$ cat src/logic/ioc_pkg.sv
package ioc_pkg;
    // Currents and the start setting share one unit: percent of nominal
    localparam int CUR_W = 16;
    localparam int TH_W = 12;
    localparam int ADDR_W = 8;
    localparam logic [TH_W-1:0] TH_MIN = 12'h014;
    localparam logic [TH_W-1:0] TH_MAX = 12'hbb8;
    localparam logic [TH_W-1:0] TH_RESET = 12'h0c8;

    localparam int CLK_HZ = 25_000_000;
    localparam int OPERATE_TIME_MS = 15;
    localparam int RELEASE_TIME_MS = 40;
    // Longest times, rounded down to whole cycles
    localparam int OPERATE_CYC = (CLK_HZ / 1000) * OPERATE_TIME_MS;
    localparam int RELEASE_CYC = (CLK_HZ / 1000) * RELEASE_TIME_MS;
    localparam int PEAK_WIN_DEF = 20;

    localparam logic [ADDR_W-1:0] ADDR_CTRL = 8'h00;
    localparam logic [ADDR_W-1:0] ADDR_START = 8'h04;
    localparam logic [ADDR_W-1:0] ADDR_STATUS = 8'h08;
    localparam logic [ADDR_W-1:0] ADDR_EVENT = 8'h0c;
    localparam logic [ADDR_W-1:0] ADDR_MASK = 8'h10;

    localparam logic [1:0] RESP_OKAY = 2'h0;
    localparam logic [1:0] RESP_SLVERR = 2'h2;

    typedef enum logic [1:0] {OP_OFF, OP_PEAK, OP_FUND} ioc_op_t;

    typedef struct packed {
        logic anyPhase;
        logic [2:0] phaseTrip;
    } ioc_trips_t;

    typedef logic [2:0][CUR_W-1:0] ioc_cur3_t;
endpackage

$ cat src/logic/ioc_overcurrent_trip.sv
// Behaviour
// - The any-phase trip is high exactly while at least one phase trip is high.
// - Operation is off, peak or fundamental, and is off after reset.
// - The start current is held in percent of nominal, 20 to 3000, default 200.
// - A phase whose measure exceeds the effective start current trips with no added delay.
// - While inhibit is high no phase trip and no any-phase trip is raised.
// - While setting-double is high the measure is compared with twice the start current.
// - Each phase has its own trip output driven by that phase alone.
// - Each change of a phase trip or of the any-phase trip raises an on or off event.
// - In peak mode a trip at twice the setting comes within 15 ms, release within 40 ms.
// - Phase trip status follows the comparison directly, with no timer stage.
// - Each phase derives its own peak magnitude from its samples for peak mode.
`timescale 1ns/10ps
module ioc_overcurrent_trip import ioc_pkg::*; #(
    parameter int PEAK_WIN = PEAK_WIN_DEF,
    parameter int OPERATE_CYC_P = OPERATE_CYC,
    parameter int RELEASE_CYC_P = RELEASE_CYC
) (
    input wire logic ref_clk,
    input wire logic rst_n,
    input wire logic clkEn,
    input wire logic sampleValid,
    input wire ioc_cur3_t sampleIn,
    input wire ioc_cur3_t fundRms,
    input wire logic inhibitIn,
    input wire logic doubleIn,
    output ioc_trips_t trips,
    output ioc_trips_t onEvt,
    output ioc_trips_t offEvt,
    output logic irq,
    input wire logic [ADDR_W-1:0] s_axi_awaddr,
    input wire logic s_axi_awvalid,
    output logic s_axi_awready,
    input wire logic [31:0] s_axi_wdata,
    input wire logic [3:0] s_axi_wstrb,
    input wire logic s_axi_wvalid,
    output logic s_axi_wready,
    output logic [1:0] s_axi_bresp,
    output logic s_axi_bvalid,
    input wire logic s_axi_bready,
    input wire logic [ADDR_W-1:0] s_axi_araddr,
    input wire logic s_axi_arvalid,
    output logic s_axi_arready,
    output logic [31:0] s_axi_rdata,
    output logic [1:0] s_axi_rresp,
    output logic s_axi_rvalid,
    input wire logic s_axi_rready
);
    typedef struct packed {
        logic inhMeta;
        logic inhSync;
        logic dblMeta;
        logic dblSync;
        ioc_op_t mode;
        logic [TH_W-1:0] startTh;
        ioc_trips_t trips;
        ioc_trips_t onEvt;
        ioc_trips_t offEvt;
        logic [7:0] evtSticky;
        logic [7:0] evtMask;
        logic irq;
        logic awHeld;
        logic [ADDR_W-1:0] awAddr;
        logic wHeld;
        logic [31:0] wData;
        logic [3:0] wStrb;
        logic awready;
        logic wready;
        logic bvalid;
        logic [1:0] bresp;
        logic arready;
        logic rvalid;
        logic [31:0] rdata;
        logic [1:0] rresp;
    } ioc_state_t;

    localparam ioc_state_t ST_RST = '{mode: OP_OFF, startTh: TH_RESET, default: '0};

    ioc_state_t st_r;
    ioc_state_t st_nxt;
    ioc_cur3_t peakVal;
    ioc_cur3_t measure;
    logic [2:0] tripRaw;
    logic [CUR_W-1:0] effTh;

    function automatic logic [31:0] applyStrb(input logic [31:0] old, input logic [31:0] d,
                                              input logic [3:0] s);
        logic [31:0] r;
        r = old;
        for (int b = 0; b < 4; b++) begin
            if (s[b]) begin
                r[8*b +: 8] = d[8*b +: 8];
            end
        end
        return r;
    endfunction

    assign effTh = st_r.dblSync ? {3'h0, st_r.startTh, 1'b0} : {4'h0, st_r.startTh};

    for (genvar i = 0; i < 3; i++) begin : g_phase
        ioc_peak_select #(.PEAK_WIN(PEAK_WIN)) u_peak (
            .ref_clk(ref_clk),
            .rst_n(rst_n),
            .clkEn(clkEn),
            .sampleValid(sampleValid),
            .sample(sampleIn[i]),
            .peakValue(peakVal[i])
        );
        // Fundamental RMS arrives ready-made from upstream logic
        assign measure[i] = (st_r.mode == OP_PEAK) ? peakVal[i] : fundRms[i];
        // Plain comparison, no timer
        assign tripRaw[i] = (st_r.mode != OP_OFF) && !st_r.inhSync && (measure[i] > effTh);

    end

    always_comb begin
        logic [31:0] merged;
        logic [7:0] evtClr;
        logic [ADDR_W-1:0] wa;
        logic [ADDR_W-1:0] ra;
        merged = '0;
        evtClr = '0;
        st_nxt = st_r;
        wa = {st_r.awAddr[ADDR_W-1:2], 2'h0};
        ra = {s_axi_araddr[ADDR_W-1:2], 2'h0};

        // Inhibit and double come from outside the clock domain
        st_nxt.inhMeta = inhibitIn;
        st_nxt.inhSync = st_r.inhMeta;
        st_nxt.dblMeta = doubleIn;
        st_nxt.dblSync = st_r.dblMeta;

        // Write channel: address and data taken in either order
        if (s_axi_awvalid && st_r.awready) begin
            st_nxt.awHeld = 1'b1;
            st_nxt.awAddr = s_axi_awaddr;
            wa = {s_axi_awaddr[ADDR_W-1:2], 2'h0};
        end
        if (s_axi_wvalid && st_r.wready) begin
            st_nxt.wHeld = 1'b1;
            st_nxt.wData = s_axi_wdata;
            st_nxt.wStrb = s_axi_wstrb;
        end
        if (st_r.bvalid && s_axi_bready) begin
            st_nxt.bvalid = 1'b0;
        end
        if (st_nxt.awHeld && st_nxt.wHeld && !st_r.bvalid) begin
            st_nxt.bresp = RESP_OKAY;
            if (wa == ADDR_CTRL) begin
                merged = applyStrb({30'h0, st_r.mode}, st_nxt.wData, st_nxt.wStrb);
                st_nxt.mode = (merged[1:0] == 2'h3) ? OP_OFF : ioc_op_t'(merged[1:0]);
            end else if (wa == ADDR_START) begin
                merged = applyStrb({20'h0, st_r.startTh}, st_nxt.wData, st_nxt.wStrb);
                // Out-of-range settings are clamped to the legal span
                if (merged < {20'h0, TH_MIN}) begin
                    st_nxt.startTh = TH_MIN;
                end else if (merged > {20'h0, TH_MAX}) begin
                    st_nxt.startTh = TH_MAX;
                end else begin
                    st_nxt.startTh = merged[TH_W-1:0];
                end
            end else if (wa == ADDR_STATUS) begin
                st_nxt.bresp = RESP_OKAY;
            end else if (wa == ADDR_EVENT) begin
                merged = applyStrb(32'h0, st_nxt.wData, st_nxt.wStrb);
                evtClr = merged[7:0];
            end else if (wa == ADDR_MASK) begin
                merged = applyStrb({24'h0, st_r.evtMask}, st_nxt.wData, st_nxt.wStrb);
                st_nxt.evtMask = merged[7:0];
            end else begin
                st_nxt.bresp = RESP_SLVERR;
            end
            st_nxt.awHeld = 1'b0;
            st_nxt.wHeld = 1'b0;
            st_nxt.bvalid = 1'b1;
        end
        st_nxt.awready = !st_nxt.awHeld && !st_nxt.bvalid;
        st_nxt.wready = !st_nxt.wHeld && !st_nxt.bvalid;

        // Read channel
        if (st_r.rvalid && s_axi_rready) begin
            st_nxt.rvalid = 1'b0;
        end
        if (s_axi_arvalid && st_r.arready) begin
            st_nxt.rvalid = 1'b1;
            st_nxt.rresp = RESP_OKAY;
            if (ra == ADDR_CTRL) begin
                st_nxt.rdata = {30'h0, st_r.mode};
            end else if (ra == ADDR_START) begin
                st_nxt.rdata = {20'h0, st_r.startTh};
            end else if (ra == ADDR_STATUS) begin
                st_nxt.rdata = {26'h0, st_r.dblSync, st_r.inhSync, st_r.trips};
            end else if (ra == ADDR_EVENT) begin
                st_nxt.rdata = {24'h0, st_r.evtSticky};
            end else if (ra == ADDR_MASK) begin
                st_nxt.rdata = {24'h0, st_r.evtMask};
            end else begin
                st_nxt.rdata = '0;
                st_nxt.rresp = RESP_SLVERR;
            end
        end
        st_nxt.arready = !st_nxt.rvalid;

        // Trip outputs and their edge events
        st_nxt.trips.phaseTrip = tripRaw;
        st_nxt.trips.anyPhase = |tripRaw;
        st_nxt.onEvt = ioc_trips_t'(st_nxt.trips & ~st_r.trips);
        st_nxt.offEvt = ioc_trips_t'(~st_nxt.trips & st_r.trips);
        // A new event outranks a clear in the same cycle
        st_nxt.evtSticky = (st_r.evtSticky & ~evtClr) | {st_nxt.offEvt, st_nxt.onEvt};
        st_nxt.irq = |(st_nxt.evtSticky & st_nxt.evtMask);
    end

    always_ff @(posedge ref_clk or negedge rst_n) begin
        if (!rst_n) begin
            st_r <= ST_RST;
        end else if (clkEn) begin
            st_r <= st_nxt;
        end
    end

    assign trips = st_r.trips;
    assign onEvt = st_r.onEvt;
    assign offEvt = st_r.offEvt;
    assign irq = st_r.irq;
    assign s_axi_awready = st_r.awready;
    assign s_axi_wready = st_r.wready;
    assign s_axi_bresp = st_r.bresp;
    assign s_axi_bvalid = st_r.bvalid;
    assign s_axi_arready = st_r.arready;
    assign s_axi_rdata = st_r.rdata;
    assign s_axi_rresp = st_r.rresp;
    assign s_axi_rvalid = st_r.rvalid;

    // Watch counters for the operate and release limits
    int opCnt;
    int relCnt;
    always_ff @(posedge ref_clk or negedge rst_n) begin
        if (!rst_n) begin
            opCnt <= 0;
            relCnt <= 0;
        end else if (clkEn) begin
            if (st_r.mode == OP_PEAK && !st_r.inhSync && !trips.anyPhase
                && peakVal[0] >= {effTh[CUR_W-2:0], 1'b0}) begin
                opCnt <= opCnt + 1;
            end else begin
                opCnt <= 0;
            end
            if (trips.anyPhase && !(|tripRaw)) begin
                relCnt <= relCnt + 1;
            end else begin
                relCnt <= 0;
            end
        end
    end
endmodule // ioc_overcurrent_trip

$ cat src/logic/ioc_peak_select.sv
`timescale 1ns/10ps
module ioc_peak_select import ioc_pkg::*; #(
    parameter int PEAK_WIN = PEAK_WIN_DEF
) (
    input wire logic ref_clk,
    input wire logic rst_n,
    input wire logic clkEn,
    input wire logic sampleValid,
    input wire logic [CUR_W-1:0] sample,
    output logic [CUR_W-1:0] peakValue
);
    typedef struct packed {
        logic [15:0] cnt;
        logic [CUR_W-1:0] run;
        logic [CUR_W-1:0] held;
        logic [CUR_W-1:0] peak;
    } ioc_peak_st_t;

    ioc_peak_st_t st_r;
    ioc_peak_st_t st_nxt;
    logic [CUR_W-1:0] absVal;

    // Samples are two's complement; the most negative one maps to its magnitude
    assign absVal = sample[CUR_W-1] ? CUR_W'(~sample + 1'b1) : sample;

    always_comb begin
        logic [CUR_W-1:0] runNew;
        runNew = st_r.run;
        st_nxt = st_r;
        if (sampleValid) begin
            runNew = (absVal > st_r.run) ? absVal : st_r.run;
            if (st_r.cnt == 16'(PEAK_WIN - 1)) begin
                st_nxt.cnt = '0;
                st_nxt.held = runNew;
                st_nxt.run = '0;
            end else begin
                st_nxt.cnt = st_r.cnt + 16'h0001;
                st_nxt.run = runNew;
            end
        end
        // Rising current seen at once, falling current after one to two windows
        st_nxt.peak = (runNew > st_nxt.held) ? runNew : st_nxt.held;
    end

    always_ff @(posedge ref_clk or negedge rst_n) begin
        if (!rst_n) begin
            st_r <= '0;
        end else if (clkEn) begin
            st_r <= st_nxt;
        end
    end

    assign peakValue = st_r.peak;
endmodule // ioc_peak_select

$ cat config.mk
export PLATFORM = sky130hd
export DESIGN_NAME = ioc_overcurrent_trip
export DESIGN_NICKNAME = d
export VERILOG_FILES = /design/src/logic/ioc_pkg.sv /design/src/logic/ioc_overcurrent_trip.sv /design/src/logic/ioc_peak_select.sv
export SDC_FILE = /design/constraint.sdc
export NUM_CORES = 1
export LEC_CHECK = 0
export ABC_AREA = 0
export BUFFER_PORTS_ARGS = -buffer_cell sky130_fd_sc_hd__buf_2
export CAP_MARGIN = 20
export CORE_UTILIZATION = 65
export DETAILED_ROUTE_END_ITERATION = 8
export GPL_TIMING_DRIVEN = 0
export PLACE_DENSITY_LB_ADDON = 0.08
export SKIP_CTS_REPAIR_TIMING = 1
export SYNTH_ARGS = -nofsm -noshare
export SYNTH_HDL_FRONTEND = slang
export SYNTH_HIERARCHICAL = 1
export SYNTH_SLANG_ARGS = --single-unit
export TNS_END_PERCENT = 100
$ cat constraint.sdc
create_clock -name ref_clk -period 6.15 [get_ports ref_clk]
set_input_delay 0.3075 -clock ref_clk [delete_from_list [all_inputs] [get_ports ref_clk]]
set_output_delay 0.3075 -clock ref_clk [all_outputs]
set_load 0.03 [all_outputs]
Word-level counts from Yosys, hierarchy flattened
Index checks and enable logic that the tools add are counted.
{"block": "totals", "ff_bits": 326, "latch_bits": 0, "ram_bits": 0, "mem_bits_ro": 0, "inputBits": 159, "out_inout_bits": 54, "elab_cells": 196, "mem_count": 0}
{"block": "classes", "add_sub_neg": 6, "n_mul": 0, "div_mod_pow": 0, "magnitude_cmp": 11, "eq_ne": 13, "shift": 0, "n_mux": 84, "bitwise": 12, "reduce_logical": 30}
{"operator": "16-bit 2-to-1 mux", "n": 21}
{"operator": "8-bit 2-to-1 mux", "n": 33}
{"operator": "32-bit 2-to-1 mux", "n": 4}
{"operator": "16-bit by 1-bit adder with 16-bit output (second input constant)", "n": 6}
{"operator": "16-bit greater-than comparator", "n": 6}
{"operator": "16-bit by 5-bit == test with 1-bit output (second input constant)", "n": 3}
{"operator": "16-bit by 13-bit greater-than comparator with 1-bit output", "n": 3}
{"operator": "16-bit inverter", "n": 3}
{"operator": "37-bit 2-to-1 mux", "n": 1}
{"operator": "12-bit 2-to-1 mux", "n": 3}
{"operator": "35-bit 2-to-1 mux", "n": 1}
{"operator": "32-bit by 12-bit greater-than comparator with 1-bit output (second input constant)", "n": 1}
{"operator": "32-bit by 5-bit less-than comparator with 1-bit output (second input constant)", "n": 1}
{"operator": "2-bit 2-to-1 mux", "n": 14}
{"operator": "8-bit AND", "n": 2}
{"operator": "8-bit by 4-bit == test with 1-bit output (second input constant)", "n": 2}
{"operator": "1-bit logical AND", "n": 13}
{"operator": "13-bit 2-to-1 mux", "n": 1}
{"operator": "6-bit by 2-bit == test with 1-bit output (second input constant)", "n": 2}
{"operator": "9-bit 2-to-1 mux", "n": 1}
{"operator": "4-bit AND", "n": 2}
{"operator": "8-bit by 3-bit == test with 1-bit output (second input constant)", "n": 1}
{"operator": "8-bit by 5-bit == test with 1-bit output (second input constant)", "n": 1}
{"operator": "8-bit zero test", "n": 1}
{"operator": "other kinds (18)", "n": 30}

Depth between registers and ports, before layout
{"block": "depth", "ltp_word": 13, "mapped_depth": 25, "ltp_nobuf": 23}

Hierarchy
The synthesis kept the hierarchy.
{"module": "ioc_peak_select (g_phase[0].u_peak ...)", "instances": 2, "cells_per_inst": 454, "area_per_inst_um2": 4316.6, "seq_area_each_um2": 1601.5}
{"module": "ioc_overcurrent_trip", "instances": 1, "cells_per_inst": 739, "area_per_inst_um2": 7285.7, "seq_area_each_um2": 2756.4}
{"module": "ioc_peak_select (g_phase[2].u_peak)", "instances": 1, "cells_per_inst": 498, "area_per_inst_um2": 4446.8, "seq_area_each_um2": 1601.5}

Least setup slack after synthesis
No wires, ideal clock.
{"block": "synth_timing", "kind": "input -> register", "startpoint": "in sampleIn[34] in the netlist's numbering", "endpoint": "reg g_phase[2].u_peak.st_r, in the netlist g_phase[2].u_peak/peakValue[9]", "setup_time_ns": 0.144, "arrival_ns": 5.491, "t_required_ns": 6.006, "path_slack_ns": 0.516, "stages": 23, "n_path_buf": 3, "cell_sequence": "or4_4 -> or4_4 -> o41ai_4 -> xor2_2 -> inv_1 -> ha_1 -> nand4_1 -> or2_2 -> a211o_1 -> a31oi_1 -> buf_2 -> buf_2 -> a21oi_1 -> a22oi_1 -> ha_1 -> a22o_1 -> nor4_1 -> o221ai_1 -> o21ai_0 -> a311o_1 -> clkbuf_1 -> a211o_1 -> o221ai_1"}
{"block": "synth_between", "elab_chain_cells": 9, "elab_cells_between_ends": 10, "cone_classes": "add/sub (1); order compare (2); mux (6); bitwise (1)"}
{"item": "start, declared", "line_no": "ioc_overcurrent_trip.sv:23", "rtl": "input wire ioc_cur3_t sampleIn,"}
{"item": "16-bit inverter", "line_no": "ioc_peak_select.sv:24", "rtl": "assign absVal = sample[CUR_W-1] ? CUR_W'(~sample + 1'b1) : sample;"}
{"item": "16-bit by 1-bit adder with 16-bit output", "line_no": "ioc_peak_select.sv:24"}
{"item": "16-bit 2-to-1 mux (*)", "line_no": "ioc_peak_select.sv:24"}
{"item": "16-bit greater-than comparator", "line_no": "ioc_peak_select.sv:31", "rtl": "runNew = (absVal > st_r.run) ? absVal : st_r.run;"}
{"item": "16-bit 2-to-1 mux (*)", "line_no": "ioc_peak_select.sv:31"}
{"item": "16-bit 2-to-1 mux", "line_no": "ioc_peak_select.sv:32", "rtl": "if (st_r.cnt == 16'(PEAK_WIN - 1)) begin"}
{"item": "16-bit 2-to-1 mux", "line_no": "ioc_peak_select.sv:30", "rtl": "if (sampleValid) begin"}
{"item": "16-bit greater-than comparator", "line_no": "ioc_peak_select.sv:42", "rtl": "st_nxt.peak = (runNew > st_nxt.held) ? runNew : st_nxt.held;"}
{"item": "16-bit 2-to-1 mux (*)", "line_no": "ioc_peak_select.sv:42"}
{"item": "end signal, assigned", "line_no": "ioc_peak_select.sv:49", "rtl": "st_r <= st_nxt;"}
{"item": "end, declared", "line_no": "ioc_peak_select.sv:19", "rtl": "ioc_peak_st_t st_r;"}
Every way passes the cells marked *; elsewhere a longest branch is shown, timed or not.
A chain may end at the register's enable or synchronous reset.

Final worst setup path
{"block": "layout_timing", "startpoint": "in sampleIn[9] in the netlist's numbering", "endpoint": "reg g_phase[0].u_peak.st_r, in the netlist g_phase[0].u_peak/peakValue[0]"}
{"block": "layout_between", "elab_chain_cells": 9, "elab_cells_between_ends": 10, "cone_classes": "add/sub (1); order compare (2); mux (6); bitwise (1)"}
{"item": "16-bit inverter", "line_no": "ioc_peak_select.sv:24"}
{"item": "16-bit by 1-bit adder with 16-bit output", "line_no": "ioc_peak_select.sv:24"}
{"item": "16-bit 2-to-1 mux (*)", "line_no": "ioc_peak_select.sv:24"}
{"item": "16-bit greater-than comparator", "line_no": "ioc_peak_select.sv:31"}
{"item": "16-bit 2-to-1 mux (*)", "line_no": "ioc_peak_select.sv:31"}
{"item": "16-bit 2-to-1 mux", "line_no": "ioc_peak_select.sv:32"}
{"item": "16-bit 2-to-1 mux", "line_no": "ioc_peak_select.sv:30"}
{"item": "16-bit greater-than comparator", "line_no": "ioc_peak_select.sv:42"}
{"item": "16-bit 2-to-1 mux (*)", "line_no": "ioc_peak_select.sv:42"}
{"item": "end signal, assigned", "line_no": "ioc_peak_select.sv:49"}
{"item": "end, declared", "line_no": "ioc_peak_select.sv:19"}
Marked as above.

==> summary.md <==
| Metric | Value |
|---|---|
| DR vias | approximately 17000 |
| Final Hold Fails | 0 |
| Crit start category | primary input |
| Syn Inst Count | 2145 |
| Die Ht | approximately 180 um |
| Starting density of the core | 0.6640 |
| Crit-path slowest cell | nor3_1 |
| Top cell type's share of synthesized area | 0.3674 |
| Post-route minimum period | 5.875 ns |
| Fmax | 170.2 MHz |
| Synth warn | 6 |
| Antenna violations before repair | 1 |
| Tot Pwr | slightly above 9 mW |
| PnR worst setup slack | approximately 0.27 ns |
| # rows | 64 |
| Hold Path Depth | 2 |
| Syn Area/Cell | approximately 9.5 sq um |
| Final Setup Violations | 0 |
| Reg clk slew, reported paths | 0.06 ns |
| Die ar. | roughly 32000 sq um |
| Clock buffers created by TritonCTS | 34 |
| Relative slew margins | 0.2736 |
| Seq cells post-synth | a little over 300 |
| Worst path cell trace | buf_2 -> or4_4 -> or4_4 -> o31ai_1 -> xnor2_1 -> ha_1 -> nand4_1 -> nor4_1 -> nand2b_1 -> a31oi_1 -> clkbuf_2 -> clkbuf_2 -> nand2_1 -> o21ai_0 -> ha_1 -> nand4_1 -> o221ai_1 -> a21o_1 -> a2bb2oi_1 -> nor3_1 -> clkbuf_1 -> nand2_1 -> o221a_2 |
| Peak supply drop | 0.2697 mV |
| Worst r2r path cells | 14 |
| GR Util All Layers | 0.3376 |
| Initial DRC Count | between 1000 and 1500 |
| Pre-Repair DR Iteration Count | 5 |
| Worst-path maximum fanout | 10 |
| Core area | slightly above 30000 sq um |
| Critical Path RT | between 6 and 7 ns |
| Via-to-Cell Ratio | between 6 and 7 |
| Io pins | about 210 |
| Root Buffer | clkbuf_16 |
| Top post-synthesis cells by count | 299 x dfrtp_1, 232 x nand2_1, 155 x o21ai_0 |
| DR WL/cell | 19.03 um |
| Clock Path Buffers | 3 |
| DRC viols | 0 |
| Tightest Hold Check Type | in2reg |
| Top cells by area, synth | dfrtp_1 37%, ha_1 8.5%, mux2_2 6.7% |
| Worst-skew pair later-pin latency | 0.53 ns |
| Synth Cell Area | 20370 sq um |
| Fin. max-slew vios | 0 |
| Synth cell types | 94 |
| Number of synthesized flops with an enable pin | 0 |
| CP max stage delay | around 0.6 ns |
| Fin crit share | 0.9554 |
| Leakage | approximately 11 nW |
| Post-DP HPWL | ~40000 um |
| Worst-Margin Slew | between 1 and 1.5 ns |
| Count leader, synth | dfrtp_1 |
| Register area share after synthesis | 0.3713 |
| Max Cap Violations | 0 |
| CTS Sinks | about 300 |
| H-Tree Depth | 2 |
| Global-route wire length before repair | 85880 um |
| Family with the most delay on the worst path | simple AND/OR/NAND/NOR gates |
| Final nets | approximately 2700 |
| Routed Antenna Nets | 0 |
| WP buf/inv | 4 |
| Place WS | -0.6938 ns |
| Status | finished, final reports clean |
| Crit path DAT | approximately 6.3 ns |
| Die Width | approximately 180 um |
| Worst Clk Skew | 0.02766 ns |
| Share of layout cells above drive strength 1 | 0.2281 |
| Area Growth Syn to Fin | 13.65% |
| Pwr Density | around 400 nW/um^2 |
| Final GP Congestion | approximately 0.9 |
| Port Buf Inserts | around 180 |
| GRT overflow | 0 |
| Ys flop type | dfrtp_1 |
| Worst reg2reg setup slack | ~1.2 ns |
| WL final | around 53000 um |
| WS Path Type | in2reg |
| Worst r2r src | st_r[129]$_DFFE_PN0P_ |
| Number of global-route vias before repair | roughly 17000 |
| Leading area contributor after synthesis | dfrtp_1 |
| Reg2Reg Capture Point | irq$_DFFE_PN0P_ |
| Min-delay src | s_axi_awaddr[5] |
| Hold endpoint | st_r[83]$_DFFE_PN0P_ |
| Final hold slack | 0.03303 ns |
| Async SR Flop Fraction | 1.000 |
| CP Capture Type | register |
| Largest net degree at the start of global routing | between 100 and 150 |
| CTS tree | built |
## per-stage QoR
step | util | cell area (sq um) | instances | TNS (ns)
4_1_cts | 0.7507 | 23020 | 2803 | -1.770
3_5_place_dp | 0.7149 | 21930 | 2748 | -21.20
5_1_grt | 0.7547 | 23140 | 2808 | -0.09299
3_3_place_gp | 0.7128 | 21860 | 2746 | -257.57
2_1_floorplan | - | 20440 | 2166 | 0
6_report | 0.7547 | 23140 | 2808 | 0
## cell type report
class | count | area (sq um)
inverters | 138 | 518.0
flip-flops and latches | 302 | 7561
well taps | 396 | 495.5
diodes | 1 | 2.502
clock buffers | 46 | 967.2
clock inverters | 9 | 131.4
fillers | 2310 | 7525
repair buffers | 190 | 1018
plain buffers | 178 | 1082
multi-input cells | 1548 | 11370
## kinds of logic after synthesis
kind of cell / share of synthesized area
compound gates: 0.1859
mux: 0.1074
buf+inv: 0.07766
other cells: 0.0001841
fa+ha+maj: 0.08540
xor+xnor: 0.03477
flops: 0.3713
simple gates: 0.1374
## power by group
group | internal [mW] | switching (mW) | total, mW
logic | 1.88 | 2.41 | 4.29
clock network | 1.22 | 0.834 | 2.06
registers | 2.55 | 0.458 | 3.01
total | 5.65 | 3.70 | 9.35
## metal layers
metal | wire (um) | global-route usage | share of wire | vias up
met2 | 25650 | 0.5639 | 0.48 | 607
met5 | 0 | 0 | 0 | -
met1 | 22920 | 0.4470 | 0.43 | 8478
met4 | 1783 | 0.1282 | 0.033 | 0
met3 | 3064 | 0.04262 | 0.057 | 122
li1 | - | - | - | 8182
## placed cells by master (no fill, tap or decap), types with 37 or more instances in the layout
cell / Yosys / layout
nand4_1: 51 / 51
nor2b_1: 37 / 37
buf_2: 7 / 187
a21oi_1: 90 / 90
o21ai_0: 155 / 155
mux2i_1: 70 / 70
nand2_1: 232 / 232
xnor2_1: 59 / 59
mux2_2: 122 / 122
nor2_1: 81 / 81
ha_1: 139 / 139
a22o_1: 48 / 48
dfrtp_1: 299 / 299
buf_4: 99 / 103
inv_1: 138 / 138
clkbuf_1: 62 / 61
## flip-flops by register name, indices dropped and copies added, names as in the netlist, 2 cells and up
register and flops:
onEvt 4, s_axi_rdata 12, offEvt 4, trips 4
st_r 76, g_phase.u_peak/st_r 144, st_nxt 2, g_phase.u_peak/peakValue 48
## worst max path at each step
| stage | startpoint | slack (ns) | cells after the start | end |
|---|---|---|---|---|
| after floorplan | sampleIn[34] | 0.52 | 23 | g_phase[2].u_peak/peakValue[9]$_DFFE_PN0P_ |
| after global placement | rst_n | -0.83 | 1 | g_phase[1].u_peak/st_r[32]$_DFFE_PN0P_ |
| after detailed placement | sampleIn[34] | -0.69 | 24 | g_phase[2].u_peak/peakValue[9]$_DFFE_PN0P_ |
| after CTS | sampleIn[34] | -0.20 | 24 | g_phase[2].u_peak/peakValue[9]$_DFFE_PN0P_ |
| after global routing | sampleIn[7] | -0.03 | 23 | g_phase[0].u_peak/peakValue[0]$_DFFE_PN0P_ |
| final | sampleIn[9] | 0.27 | 23 | g_phase[0].u_peak/peakValue[0]$_DFFE_PN0P_ |
(Power assumes the default switching activity.)
